==> config.mk <==
export PLATFORM = sky130hd
export DESIGN_NAME = swdc_top
export DESIGN_NICKNAME = d
export VERILOG_FILES = /design/src/design/swdc_top.v /design/src/design/swdc_win_match.v
export VERILOG_INCLUDE_DIRS = /design/src /design/src/design
export SDC_FILE = /design/constraint.sdc
export NUM_CORES = 1
export LEC_CHECK = 0
export BUFFER_PORTS_ARGS = -buffer_cell sky130_fd_sc_hd__buf_4
export CORE_MARGIN = 5
export CORE_UTILIZATION = 40
export CTS_CLUSTER_SIZE = 14
export DETAILED_ROUTE_END_ITERATION = 12
export HOLD_SLACK_MARGIN = 0.06
export PLACE_DENSITY_LB_ADDON = 0.2
export SLEW_MARGIN = 20
export SYNTH_ARGS = -nofsm -noshare
export SYNTH_HDL_FRONTEND = slang
export SYNTH_SLANG_ARGS = --single-unit
==> constraint.sdc <==
create_clock -name sys_clk -period 3 [get_ports sys_clk]
set_input_delay 0 -clock sys_clk [delete_from_list [all_inputs] [get_ports sys_clk]]
set_output_delay 0 -clock sys_clk [all_outputs]
set_load 0.05 [all_outputs]
==> src/design/swdc_regs.vh <==
// Function
// - Strap picks configuration reset value 00h or 09h.
// - Firmware cycles to windows need ID nibble match.
// - Firmware BIOS enable gates firmware BIOS cycles.
// - Firmware and LPC BIOS enables reset to inverted strap level.
// - Detected host protocol rewrites both BIOS enables.
// - Flash mode maps window 1 as BIOS space.
// - Flash mode uses upper bytes and flash size.
// - Extended enable gates extended BIOS memory cycles.
// - LPC enable gates BIOS memory cycles.
// - Cycle select picks memory or firmware cycles.
// - Flash size field sizes window, ignored in RAM.
// - Memory RAM mode compares address bits 31-10.
// - Memory flash mode compares address bits 31-17.
// - Firmware RAM mode compares address bits 27-10.
// - Firmware flash mode compares address bits 27-17.
// - All-zero base disables window 1.
// - Low base bytes ignored in flash mode.
`ifndef SWDC_REGS_VH
`define SWDC_REGS_VH

// ----------------------------------------
// Register indices (byte address is four times the index)
// ----------------------------------------
`define SWDC_IDX_SHARED_MEM_CONFIG 8'hf0
`define SWDC_IDX_WINDOW_CONFIG 8'hf1
`define SWDC_IDX_W1_BASE0 8'hf4
`define SWDC_IDX_W1_BASE1 8'hf5
`define SWDC_IDX_W1_BASE2 8'hf6
`define SWDC_IDX_W1_BASE3 8'hf7

// ----------------------------------------
// Field positions
// ----------------------------------------
`define SWDC_SMC_ID_HI 7
`define SWDC_SMC_ID_LO 4
`define SWDC_SMC_BIOS_FW 3
`define SWDC_SMC_FLASH 2
`define SWDC_SMC_BIOS_EXT 1
`define SWDC_SMC_BIOS_LPC 0
`define SWDC_WC_CYC_SEL 6
`define SWDC_WC_FSIZE_HI 3
`define SWDC_WC_FSIZE_LO 0
`define SWDC_WC_RW_MASK 8'h4f

// ----------------------------------------
// Reset values
// ----------------------------------------
`define SWDC_SMC_RST_STRAP0 8'h09
`define SWDC_SMC_RST_STRAP1 8'h00
`define SWDC_WC_RST 8'h07
`define SWDC_BASE_RST 8'h00

// ----------------------------------------
// Window size: log2 of bytes is encoding plus this offset
// ----------------------------------------
`define SWDC_SIZE_LOG2_OFS 5'h0a
`define SWDC_FLASH_MIN_LOG2 5'h11
`define SWDC_MAX_LOG2 5'h1c

// ----------------------------------------
// Bus answers
// ----------------------------------------
`define SWDC_RESP_OKAY 2'h0
`define SWDC_RESP_SLVERR 2'h2

`endif

==> src/design/swdc_top.v <==
`timescale 1ns/10ps
`include "swdc_regs.vh"

module swdc_top (
  input wire sys_clk, // 125 MHz clock
  input wire reset, // Synchronous reset, active high
  input wire ce, // Clock enable, freezes state when low
  input wire shared_bios_strap, // Strap, 1 disables shared BIOS
  // AXI4-Lite slave
  input wire [11:0] s_axi_awaddr, // Write address
  input wire s_axi_awvalid, // Write address valid
  output wire s_axi_awready, // Write address ready
  input wire [31:0] s_axi_wdata, // Write data
  input wire [3:0] s_axi_wstrb, // Write strobes
  input wire s_axi_wvalid, // Write data valid
  output wire s_axi_wready, // Write data ready
  output wire [1:0] s_axi_bresp, // Write response
  output wire s_axi_bvalid, // Write response valid
  input wire s_axi_bready, // Write response ready
  input wire [11:0] s_axi_araddr, // Read address
  input wire s_axi_arvalid, // Read address valid
  output wire s_axi_arready, // Read address ready
  output wire [31:0] s_axi_rdata, // Read data
  output wire [1:0] s_axi_rresp, // Read response
  output wire s_axi_rvalid, // Read data valid
  input wire s_axi_rready, // Read data ready
  // Host protocol detector
  input wire proto_det_valid, // Detected protocol pulse
  input wire proto_det_fwmem, // Host uses firmware cycles for BIOS
  input wire proto_det_lpcmem, // Host uses memory cycles for BIOS
  // RAM window size from the size register outside
  input wire [3:0] ram_window_size, // RAM size encoding
  // Host cycle to decode
  input wire cyc_valid, // Cycle pulse
  input wire cyc_fw, // 1 firmware cycle, 0 memory cycle
  input wire [31:0] cyc_addr, // Cycle address
  input wire [3:0] cyc_id, // Firmware ID nibble
  input wire cyc_in_bios, // Address is in BIOS space
  input wire cyc_in_ext_bios, // Address is in extended BIOS space
  output wire claim_valid, // Decode result pulse
  output wire claim_hit, // Device claims the cycle
  output wire claim_as_bios, // Serve as BIOS flash access
  output wire claim_ram_win // Serve from internal RAM window
);

  // ----------------------------------------
  // Registers
  // ----------------------------------------
  reg [7:0] shared_mem_config_ff;
  reg [7:0] nxt_shared_mem_config;
  reg [7:0] window_config_ff;
  reg [7:0] nxt_window_config;
  reg [7:0] window1_base_byte0_ff;
  reg [7:0] nxt_window1_base_byte0;
  reg [7:0] window1_base_byte1_ff;
  reg [7:0] nxt_window1_base_byte1;
  reg [7:0] window1_base_byte2_ff;
  reg [7:0] nxt_window1_base_byte2;
  reg [7:0] window1_base_byte3_ff;
  reg [7:0] nxt_window1_base_byte3;

  reg awready_ff;
  reg wready_ff;
  reg [9:0] aw_idx_ff;
  reg aw_have_ff;
  reg [31:0] w_data_ff;
  reg w_strb0_ff;
  reg w_have_ff;
  reg bvalid_ff;
  reg [1:0] bresp_ff;
  reg arready_ff;
  reg rvalid_ff;
  reg [31:0] rdata_ff;
  reg [1:0] rresp_ff;

  reg claim_valid_ff;
  reg claim_hit_ff;
  reg claim_as_bios_ff;
  reg claim_ram_win_ff;

  // ----------------------------------------
  // Address decode
  // ----------------------------------------
  function is_mapped;
    input [9:0] idx;
    begin
      is_mapped = (idx == {2'h0, `SWDC_IDX_SHARED_MEM_CONFIG}) ||
                  (idx == {2'h0, `SWDC_IDX_WINDOW_CONFIG}) ||
                  (idx == {2'h0, `SWDC_IDX_W1_BASE0}) ||
                  (idx == {2'h0, `SWDC_IDX_W1_BASE1}) ||
                  (idx == {2'h0, `SWDC_IDX_W1_BASE2}) ||
                  (idx == {2'h0, `SWDC_IDX_W1_BASE3});
    end
  endfunction

  wire flash_mode;
  wire fw_mode;
  wire do_write;
  wire [9:0] ar_idx;
  reg [7:0] rd_byte;

  assign flash_mode = shared_mem_config_ff[`SWDC_SMC_FLASH];
  assign fw_mode = window_config_ff[`SWDC_WC_CYC_SEL];
  // Write commits once both halves are held and the last response is gone
  assign do_write = aw_have_ff && w_have_ff && !bvalid_ff;
  assign ar_idx = s_axi_araddr[11:2];

  always @* begin
    case (ar_idx)
      {2'h0, `SWDC_IDX_SHARED_MEM_CONFIG}: rd_byte = shared_mem_config_ff;
      {2'h0, `SWDC_IDX_WINDOW_CONFIG}: rd_byte = window_config_ff;
      {2'h0, `SWDC_IDX_W1_BASE0}: rd_byte = window1_base_byte0_ff;
      {2'h0, `SWDC_IDX_W1_BASE1}: rd_byte = window1_base_byte1_ff;
      // Bit 0 is reserved while the window points to flash
      {2'h0, `SWDC_IDX_W1_BASE2}: rd_byte = flash_mode ? {window1_base_byte2_ff[7:1], 1'b0} : window1_base_byte2_ff;
      {2'h0, `SWDC_IDX_W1_BASE3}: rd_byte = window1_base_byte3_ff;
      default: rd_byte = 8'h00;
    endcase
  end

  // ----------------------------------------
  // Register next values
  // ----------------------------------------
  always @* begin
    nxt_shared_mem_config = shared_mem_config_ff;
    nxt_window_config = window_config_ff;
    nxt_window1_base_byte0 = window1_base_byte0_ff;
    nxt_window1_base_byte1 = window1_base_byte1_ff;
    nxt_window1_base_byte2 = window1_base_byte2_ff;
    nxt_window1_base_byte3 = window1_base_byte3_ff;
    if (do_write && w_strb0_ff) begin
      case (aw_idx_ff)
        {2'h0, `SWDC_IDX_SHARED_MEM_CONFIG}: nxt_shared_mem_config = w_data_ff[7:0];
        {2'h0, `SWDC_IDX_WINDOW_CONFIG}: nxt_window_config = w_data_ff[7:0] & `SWDC_WC_RW_MASK;
        {2'h0, `SWDC_IDX_W1_BASE0}: nxt_window1_base_byte0 = w_data_ff[7:0];
        {2'h0, `SWDC_IDX_W1_BASE1}: nxt_window1_base_byte1 = w_data_ff[7:0];
        {2'h0, `SWDC_IDX_W1_BASE2}: nxt_window1_base_byte2 = w_data_ff[7:0];
        {2'h0, `SWDC_IDX_W1_BASE3}: nxt_window1_base_byte3 = w_data_ff[7:0];
        default: nxt_shared_mem_config = shared_mem_config_ff;
      endcase
    end
    // Detector result wins over a software write in the same cycle
    if (proto_det_valid) begin
      nxt_shared_mem_config[`SWDC_SMC_BIOS_FW] = proto_det_fwmem;
      nxt_shared_mem_config[`SWDC_SMC_BIOS_LPC] = proto_det_lpcmem;
    end
  end

  // ----------------------------------------
  // Configuration registers
  // ----------------------------------------
  always @(posedge sys_clk) begin
    if (reset) begin
      // Strap is sampled by the clocked reset, not by an async load
      shared_mem_config_ff <= shared_bios_strap ? `SWDC_SMC_RST_STRAP1 : `SWDC_SMC_RST_STRAP0;
      window_config_ff <= `SWDC_WC_RST;
      window1_base_byte0_ff <= `SWDC_BASE_RST;
      window1_base_byte1_ff <= `SWDC_BASE_RST;
      window1_base_byte2_ff <= `SWDC_BASE_RST;
      window1_base_byte3_ff <= `SWDC_BASE_RST;
    end else if (ce) begin
      shared_mem_config_ff <= nxt_shared_mem_config;
      window_config_ff <= nxt_window_config;
      window1_base_byte0_ff <= nxt_window1_base_byte0;
      window1_base_byte1_ff <= nxt_window1_base_byte1;
      window1_base_byte2_ff <= nxt_window1_base_byte2;
      window1_base_byte3_ff <= nxt_window1_base_byte3;
    end
  end

  // ----------------------------------------
  // AXI4-Lite write channels
  // ----------------------------------------
  always @(posedge sys_clk) begin
    if (reset) begin
      awready_ff <= 1'b0;
      wready_ff <= 1'b0;
      aw_idx_ff <= 10'h000;
      aw_have_ff <= 1'b0;
      w_data_ff <= 32'h00000000;
      w_strb0_ff <= 1'b0;
      w_have_ff <= 1'b0;
      bvalid_ff <= 1'b0;
      bresp_ff <= `SWDC_RESP_OKAY;
    end else if (ce) begin
      // Ready is offered only while the holding slot is empty
      awready_ff <= !aw_have_ff && !awready_ff && s_axi_awvalid;
      wready_ff <= !w_have_ff && !wready_ff && s_axi_wvalid;
      if (awready_ff && s_axi_awvalid) begin
        aw_idx_ff <= s_axi_awaddr[11:2];
        aw_have_ff <= 1'b1;
      end
      if (wready_ff && s_axi_wvalid) begin
        w_data_ff <= s_axi_wdata;
        w_strb0_ff <= s_axi_wstrb[0];
        w_have_ff <= 1'b1;
      end
      // The response waits for both halves, whichever order they came in
      if (do_write) begin
        aw_have_ff <= 1'b0;
        w_have_ff <= 1'b0;
        bvalid_ff <= 1'b1;
        bresp_ff <= is_mapped(aw_idx_ff) ? `SWDC_RESP_OKAY : `SWDC_RESP_SLVERR;
      end else if (bvalid_ff && s_axi_bready) begin
        bvalid_ff <= 1'b0;
      end
    end
  end

  // ----------------------------------------
  // AXI4-Lite read channels
  // ----------------------------------------
  reg nxt_arready;
  reg nxt_rvalid;
  reg [31:0] nxt_rdata;
  reg [1:0] nxt_rresp;

  always @* begin
    // Ready is a one-cycle pulse, so one request is taken once only
    nxt_arready = !arready_ff && !rvalid_ff && s_axi_arvalid;
    nxt_rvalid = rvalid_ff;
    nxt_rdata = rdata_ff;
    nxt_rresp = rresp_ff;
    // The address is decoded live; the master holds it until it is taken
    if (arready_ff && s_axi_arvalid) begin
      nxt_rvalid = 1'b1;
      nxt_rdata = {24'h000000, rd_byte};
      nxt_rresp = is_mapped(ar_idx) ? `SWDC_RESP_OKAY : `SWDC_RESP_SLVERR;
    end else if (rvalid_ff && s_axi_rready) begin
      nxt_rvalid = 1'b0;
    end
  end

  always @(posedge sys_clk) begin
    if (reset) begin
      arready_ff <= 1'b0;
      rvalid_ff <= 1'b0;
      rdata_ff <= 32'h00000000;
      rresp_ff <= `SWDC_RESP_OKAY;
    end else if (ce) begin
      arready_ff <= nxt_arready;
      rvalid_ff <= nxt_rvalid;
      rdata_ff <= nxt_rdata;
      rresp_ff <= nxt_rresp;
    end
  end

  // ----------------------------------------
  // Field views
  // ----------------------------------------
  wire [3:0] cfg_id;
  wire bios_fw_en;
  wire bios_extended_enable;
  wire bios_lpcmem_enable;
  wire [3:0] flash_size;
  wire [31:0] win1_base;

  assign cfg_id = shared_mem_config_ff[`SWDC_SMC_ID_HI:`SWDC_SMC_ID_LO];
  assign bios_fw_en = shared_mem_config_ff[`SWDC_SMC_BIOS_FW];
  assign bios_extended_enable = shared_mem_config_ff[`SWDC_SMC_BIOS_EXT];
  assign bios_lpcmem_enable = shared_mem_config_ff[`SWDC_SMC_BIOS_LPC];
  // Size bits go out in RAM mode too; the matcher ignores them there
  assign flash_size = window_config_ff[`SWDC_WC_FSIZE_HI:`SWDC_WC_FSIZE_LO];
  assign win1_base = {window1_base_byte3_ff, window1_base_byte2_ff, window1_base_byte1_ff, window1_base_byte0_ff};

  // ----------------------------------------
  // Cycle decode
  // ----------------------------------------
  wire win1_hit;
  wire bios_hit;

  swdc_win_match u_win1 (
    .base(win1_base),
    .flash_mode(flash_mode),
    .fw_mode(fw_mode),
    .flash_size(flash_size),
    .ram_size(ram_window_size),
    .cfg_id(cfg_id),
    .cyc_fw(cyc_fw),
    .cyc_addr(cyc_addr),
    .cyc_id(cyc_id),
    .hit(win1_hit)
  );

  wire bios_fw_hit;
  wire bios_lpc_hit;
  wire bios_ext_hit;

  assign bios_fw_hit = cyc_fw && cyc_in_bios && bios_fw_en;
  assign bios_lpc_hit = !cyc_fw && cyc_in_bios && bios_lpcmem_enable;
  // The extended range answers memory cycles only
  assign bios_ext_hit = !cyc_fw && cyc_in_ext_bios && bios_extended_enable;
  assign bios_hit = bios_fw_hit || bios_lpc_hit || bios_ext_hit;

  // ----------------------------------------
  // Claim next values
  // ----------------------------------------
  reg nxt_claim_valid;
  reg nxt_claim_hit;
  reg nxt_claim_as_bios;
  reg nxt_claim_ram_win;

  always @* begin
    nxt_claim_valid = cyc_valid;
    // Claim flags stay zero whenever no cycle is decoded
    nxt_claim_hit = cyc_valid && (bios_hit || win1_hit);
    // A flash window hit is served the same way as BIOS space
    nxt_claim_as_bios = cyc_valid && (bios_hit || (win1_hit && flash_mode));
    nxt_claim_ram_win = cyc_valid && !bios_hit && win1_hit && !flash_mode;
  end

  always @(posedge sys_clk) begin
    if (reset) begin
      claim_valid_ff <= 1'b0;
      claim_hit_ff <= 1'b0;
      claim_as_bios_ff <= 1'b0;
      claim_ram_win_ff <= 1'b0;
    end else if (ce) begin
      claim_valid_ff <= nxt_claim_valid;
      claim_hit_ff <= nxt_claim_hit;
      claim_as_bios_ff <= nxt_claim_as_bios;
      claim_ram_win_ff <= nxt_claim_ram_win;
    end
  end

  // ----------------------------------------
  // Outputs
  // ----------------------------------------
  // Every output is a flop, so no decode path reaches the pins
  assign s_axi_awready = awready_ff;
  assign s_axi_wready = wready_ff;
  assign s_axi_bvalid = bvalid_ff;
  assign s_axi_bresp = bresp_ff;
  assign s_axi_arready = arready_ff;
  assign s_axi_rvalid = rvalid_ff;
  assign s_axi_rdata = rdata_ff;
  assign s_axi_rresp = rresp_ff;
  assign claim_valid = claim_valid_ff;
  assign claim_hit = claim_hit_ff;
  assign claim_as_bios = claim_as_bios_ff;
  assign claim_ram_win = claim_ram_win_ff;

endmodule // swdc_top

==> src/design/swdc_win_match.v <==
`timescale 1ns/10ps
`include "swdc_regs.vh"

module swdc_win_match (
  input wire [31:0] base, // Window 1 base bytes 3..0
  input wire flash_mode, // Window maps to flash
  input wire fw_mode, // Window takes firmware cycles
  input wire [3:0] flash_size, // Flash size encoding
  input wire [3:0] ram_size, // RAM size encoding
  input wire [3:0] cfg_id, // Programmed ID nibble
  input wire cyc_fw, // Cycle is a firmware cycle
  input wire [31:0] cyc_addr, // Cycle address
  input wire [3:0] cyc_id, // Cycle ID nibble
  output wire hit // Cycle falls in window 1
);

  // ----------------------------------------
  // Helpers
  // ----------------------------------------
  function [4:0] size_log2;
    input [3:0] enc;
    input [4:0] floor;
    reg [4:0] l;
    begin
      l = {1'b0, enc} + `SWDC_SIZE_LOG2_OFS;
      if (l < floor)
        l = floor;
      if (l > `SWDC_MAX_LOG2)
        l = `SWDC_MAX_LOG2;
      size_log2 = l;
    end
  endfunction

  wire [4:0] lg;
  wire [31:0] keep;
  wire [31:0] eff_base;
  wire type_ok;
  wire id_ok;
  wire enabled;

  assign lg = flash_mode ? size_log2(flash_size, `SWDC_FLASH_MIN_LOG2) : size_log2(ram_size, 5'h00);
  // Bits below the window size never take part in the compare
  assign keep = 32'hffffffff << lg;
  // Flash mode drops bytes 0..1 and byte 2 bit 0
  assign eff_base = flash_mode ? {base[31:17], 17'h00000} : base;
  assign type_ok = (cyc_fw == fw_mode);
  assign id_ok = !fw_mode || (cyc_id == cfg_id);
  assign enabled = (base != 32'h00000000);
  // Firmware cycles replace the top nibble by the ID, so bits 31-28 drop out
  assign hit = enabled && type_ok && id_ok &&
    (fw_mode ? (((cyc_addr ^ eff_base) & keep & 32'h0fffffff) == 32'h00000000)
             : (((cyc_addr ^ eff_base) & keep) == 32'h00000000));

endmodule // swdc_win_match

==> metrics.md <==
| Metric | Value |
|---|---|
| Die Area | `15,100 sq um` |
| Wirelength, routed | `between 15,000 and 20,000 microns` |
| Pre-CTS setup slack | `-144 ps` |
| RSZ-0062 raised after global routing | `false` |
| Largest net degree at the start of global routing | `49` |
| Worst skew pair latency | `roughly 340 ps` |
| Vias in the first global route | `5,054` |
| Util after Layout | `54.0%` |
| Sw power | `0.752 mW` |
| Max_cap viols | `0` |
| Post-Synthesis Cells | `632` |
| Share of cells above drive strength 1 | `a little over a fifth` |
| Status | `finished, final reports clean` |
| Worst EP required | `between 3000 and 4000 ps` |
| Reg power frac | `a little over two fifths` |
| EDFF count, synth | `8` |
| Max clock buf depth | `2` |
| Fmax | `348 MHz` |
| Core Rows | `41` |
| CP peak stage delay | `580 ps` |
| Drt pass-1 iters | `5` |
| GPL Wtd Cong | `0.913` |
| Total global routing overflow | `0` |
| #FFs+latches synth | `85` |
| Clock power frac | `about two fifths` |
| CP endpoint kind | `flop` |
| Post-synthesis cell type count | `slightly below 70` |
| Initial DRC Count | `326` |
| Arr. time, crit path | `3150 ps` |
| Worst Tran Pin Value | `774 ps` |
| Core region area | `between 10,000 and 15,000 sq um` |
| DRC Markers | `0` |
| Yosys warns | `0` |
| Count of final hold-check violations | `0` |
| # diodes | `0` |
| Top Ports | `161` |
| CTS H-tree lvls | `3` |
| First-pass GRT wire length | `26,400 microns` |
| Synthesized area | `around 5100 sq um` |
| Startpoint types | `flop` |
| Period utilisation layout | `95.8%` |
| Worst clock skew | `7.75 ps` |
| CTS root buf | `clkbuf_16` |
| Post-layout nets | `roughly 900` |
| CTS tree | `done` |
| Top cells by area, synth | `dfxtp_1, mux2i_1, nor2_1` |
| Min Tclk post-route | `2870 ps` |
| Final setup fails | `0` |
| Filler instances | `1,189` |
| Vias/cell | `5.45` |
| CP max-delay cell | `or4b_4` |
| WHS Path Cells | `2` |
| Peak supply drop | `0.000362 V` |
| Seq/Total Area, Yosys | `34.9%` |
| Antenna Nets Post-Route | `0` |
| P per Cell Area | `411 nW/um^2` |
| Setup CP Type | `reg -> reg` |
| Initial antenna violation count | `0` |
| Hold crit path type | `in -> reg` |
| Switching Share | `about 27%` |
| Pint | `2.03 mW` |
| Pins over their slew limit | `0` |
| FF-to-FF path depth | `9` |
| Initial core utilization | `40.7%` |
| Worst Slack Setup Final | `127 ps` |
| Dominant cell type by area after synthesis | `dfxtp_1` |
| Via count | `5,209` |
| Rel. slew slack | `48.2%` |
| Clk sinks | `85` |
| Syn_area_per_cell | `around 8 sq um` |
| Reg clk slew, reported paths | `60 ps` |
| Synthesis-to-finish area growth | `32.7%` |
| Buffers added on ports | `slightly above 100` |
| Gr usage total | `22.6%` |
| Leak pwr | `around 2.7 nW` |
| CP max FO | `5` |
| Num CTS Buffers | `9` |
| Die Y | `123 microns` |
| Setup TNS | `0 ps` |
| Yosys top cell area share | `between 30% and 40%` |
| Die width | `123 microns` |
| Comb pwr share | `roughly 18%` |
| Worst path cell trace | `ha_2 -> and3b_1 -> or4b_4 -> a22oi_2 -> a22oi_1 -> nor4_2 -> nand3_1 -> or4_4 -> o21ai_1` |
| Async S/R FF share, synth | `0%` |
| Final HPWL DP | `13,300 microns` |
| Main synth FF type | `dfxtp_1` |
| Mean routed wirelength per cell | `17.9 microns` |
[logic make-up after synthesis]
logic type / share of synthesized area [%]
compound gates: 18.4
xor+xnor: 5.31
fa+ha+maj: 0.735
buf+inv: 7.57
flops: 34.9
mux: 9.13
other cells: 0.0734
simple gates: 23.9
[critical path, delay by kind of cell (launching register included)]
kind,cells,cell delay (ps)
AOI/OAI and AO/OA,3,440
adders and majority gates,1,210
DFF,1,350
and+or+nand+nor,5,1810
[power by group through the flow]
stage	clock network [mW]	logic (mW)	registers [mW]
5_1_grt	1.19	0.524	1.18
3_5_place_dp	0	0.445	1.21
3_3_place_gp	0	0.444	1.20
4_1_cts	1.14	0.483	1.18
2_1_floorplan	0	0.266	1.22
6_report	1.12	0.488	1.18
[cell usage in the layout (no fill, tap or decap), types with 13 or more instances in the layout]
cell type	count
mux2i_1	41
inv_1	15
dlygate4sd3_1	30
nor2_1	80
dfxtp_1	74
a21oi_1	49
o21ai_0	16
nand3_1	16
conb_1	26
a211oi_1	14
nor4_1	13
buf_4	137
xnor2_1	21
nand2_1	71
[routing by layer]
metal	global-route usage [%]	wire length (microns)	up-vias
met5	0	0	-
li1	-	-	2523
met3	4.53	1070	44
met4	9.41	614	0
met1	27.9	7370	2439
met2	38.7	8090	203
[synthesized netlist by cell type (11+ instances only)]
cell type / instances
nand3_1: 16
buf_4: 27
o21ai_0: 16
a21oi_1: 49
nor4_1: 13
mux2i_1: 41
o22ai_1: 11
nand2_1: 71
a211oi_1: 14
inv_1: 15
dfxtp_1: 77
xnor2_1: 21
clkbuf_1: 25
nor2_1: 82
[through the flow]
| step | instances | power [mW] | hold WS, ps | instance area [sq um] |
|---|---|---|---|---|
| finish | 956 | 2.79 | 66.0 | 6780 |
| global route | 956 | 2.89 | 76.7 | 6780 |
| CTS | 955 | 2.80 | 60.7 | 6750 |
| detailed placement | 908 | 1.65 | 260 | 6130 |
| global placement | 908 | 1.65 | 247 | 6130 |
| floorplan | 657 | 1.49 | 136 | 5200 |
[sequential cells by signal, indices dropped and copies added (netlist names), 5 cells and up]
register,flops
window1_base_byte2_ff,8
s_axi_rdata,8
window1_base_byte1_ff,8
window_config_ff,5
window1_base_byte0_ff,8
shared_mem_config_ff,8
w_data_ff,8
window1_base_byte3_ff,8
aw_idx_ff,10
[area by class of cell]
type                    instances  area, sq um  area share, %
clock buffers                  10          239           3.52
clock inverters                 6         62.6          0.923
inverters                      16         60.1          0.886
multi-input cells             499         3070           45.3
flip-flops and latches         85         1790           26.3
well taps                     172          215           3.17
repair buffers                168         1350           19.9
[final timing paths]
check                      startpoint                       end  slack [ps]
setup / recovery  window_config_ff[1]             claim_ram_win         130
hold / removal                  reset  window1_base_byte2_ff[3]          70
setup reg to reg  window_config_ff[1]             claim_ram_win         130
hold reg to reg          aw_idx_ff[8]              aw_idx_ff[8]         460
[timing repair]
action	in CTS	in global routing
resized for setup	4	8
endpoints found under the setup margin	2	2
pin swaps	2	1
buffers inserted	1	1
endpoints found under the hold margin	29	0
hold buffers	30	0
Power figures use the tool's default switching activity.
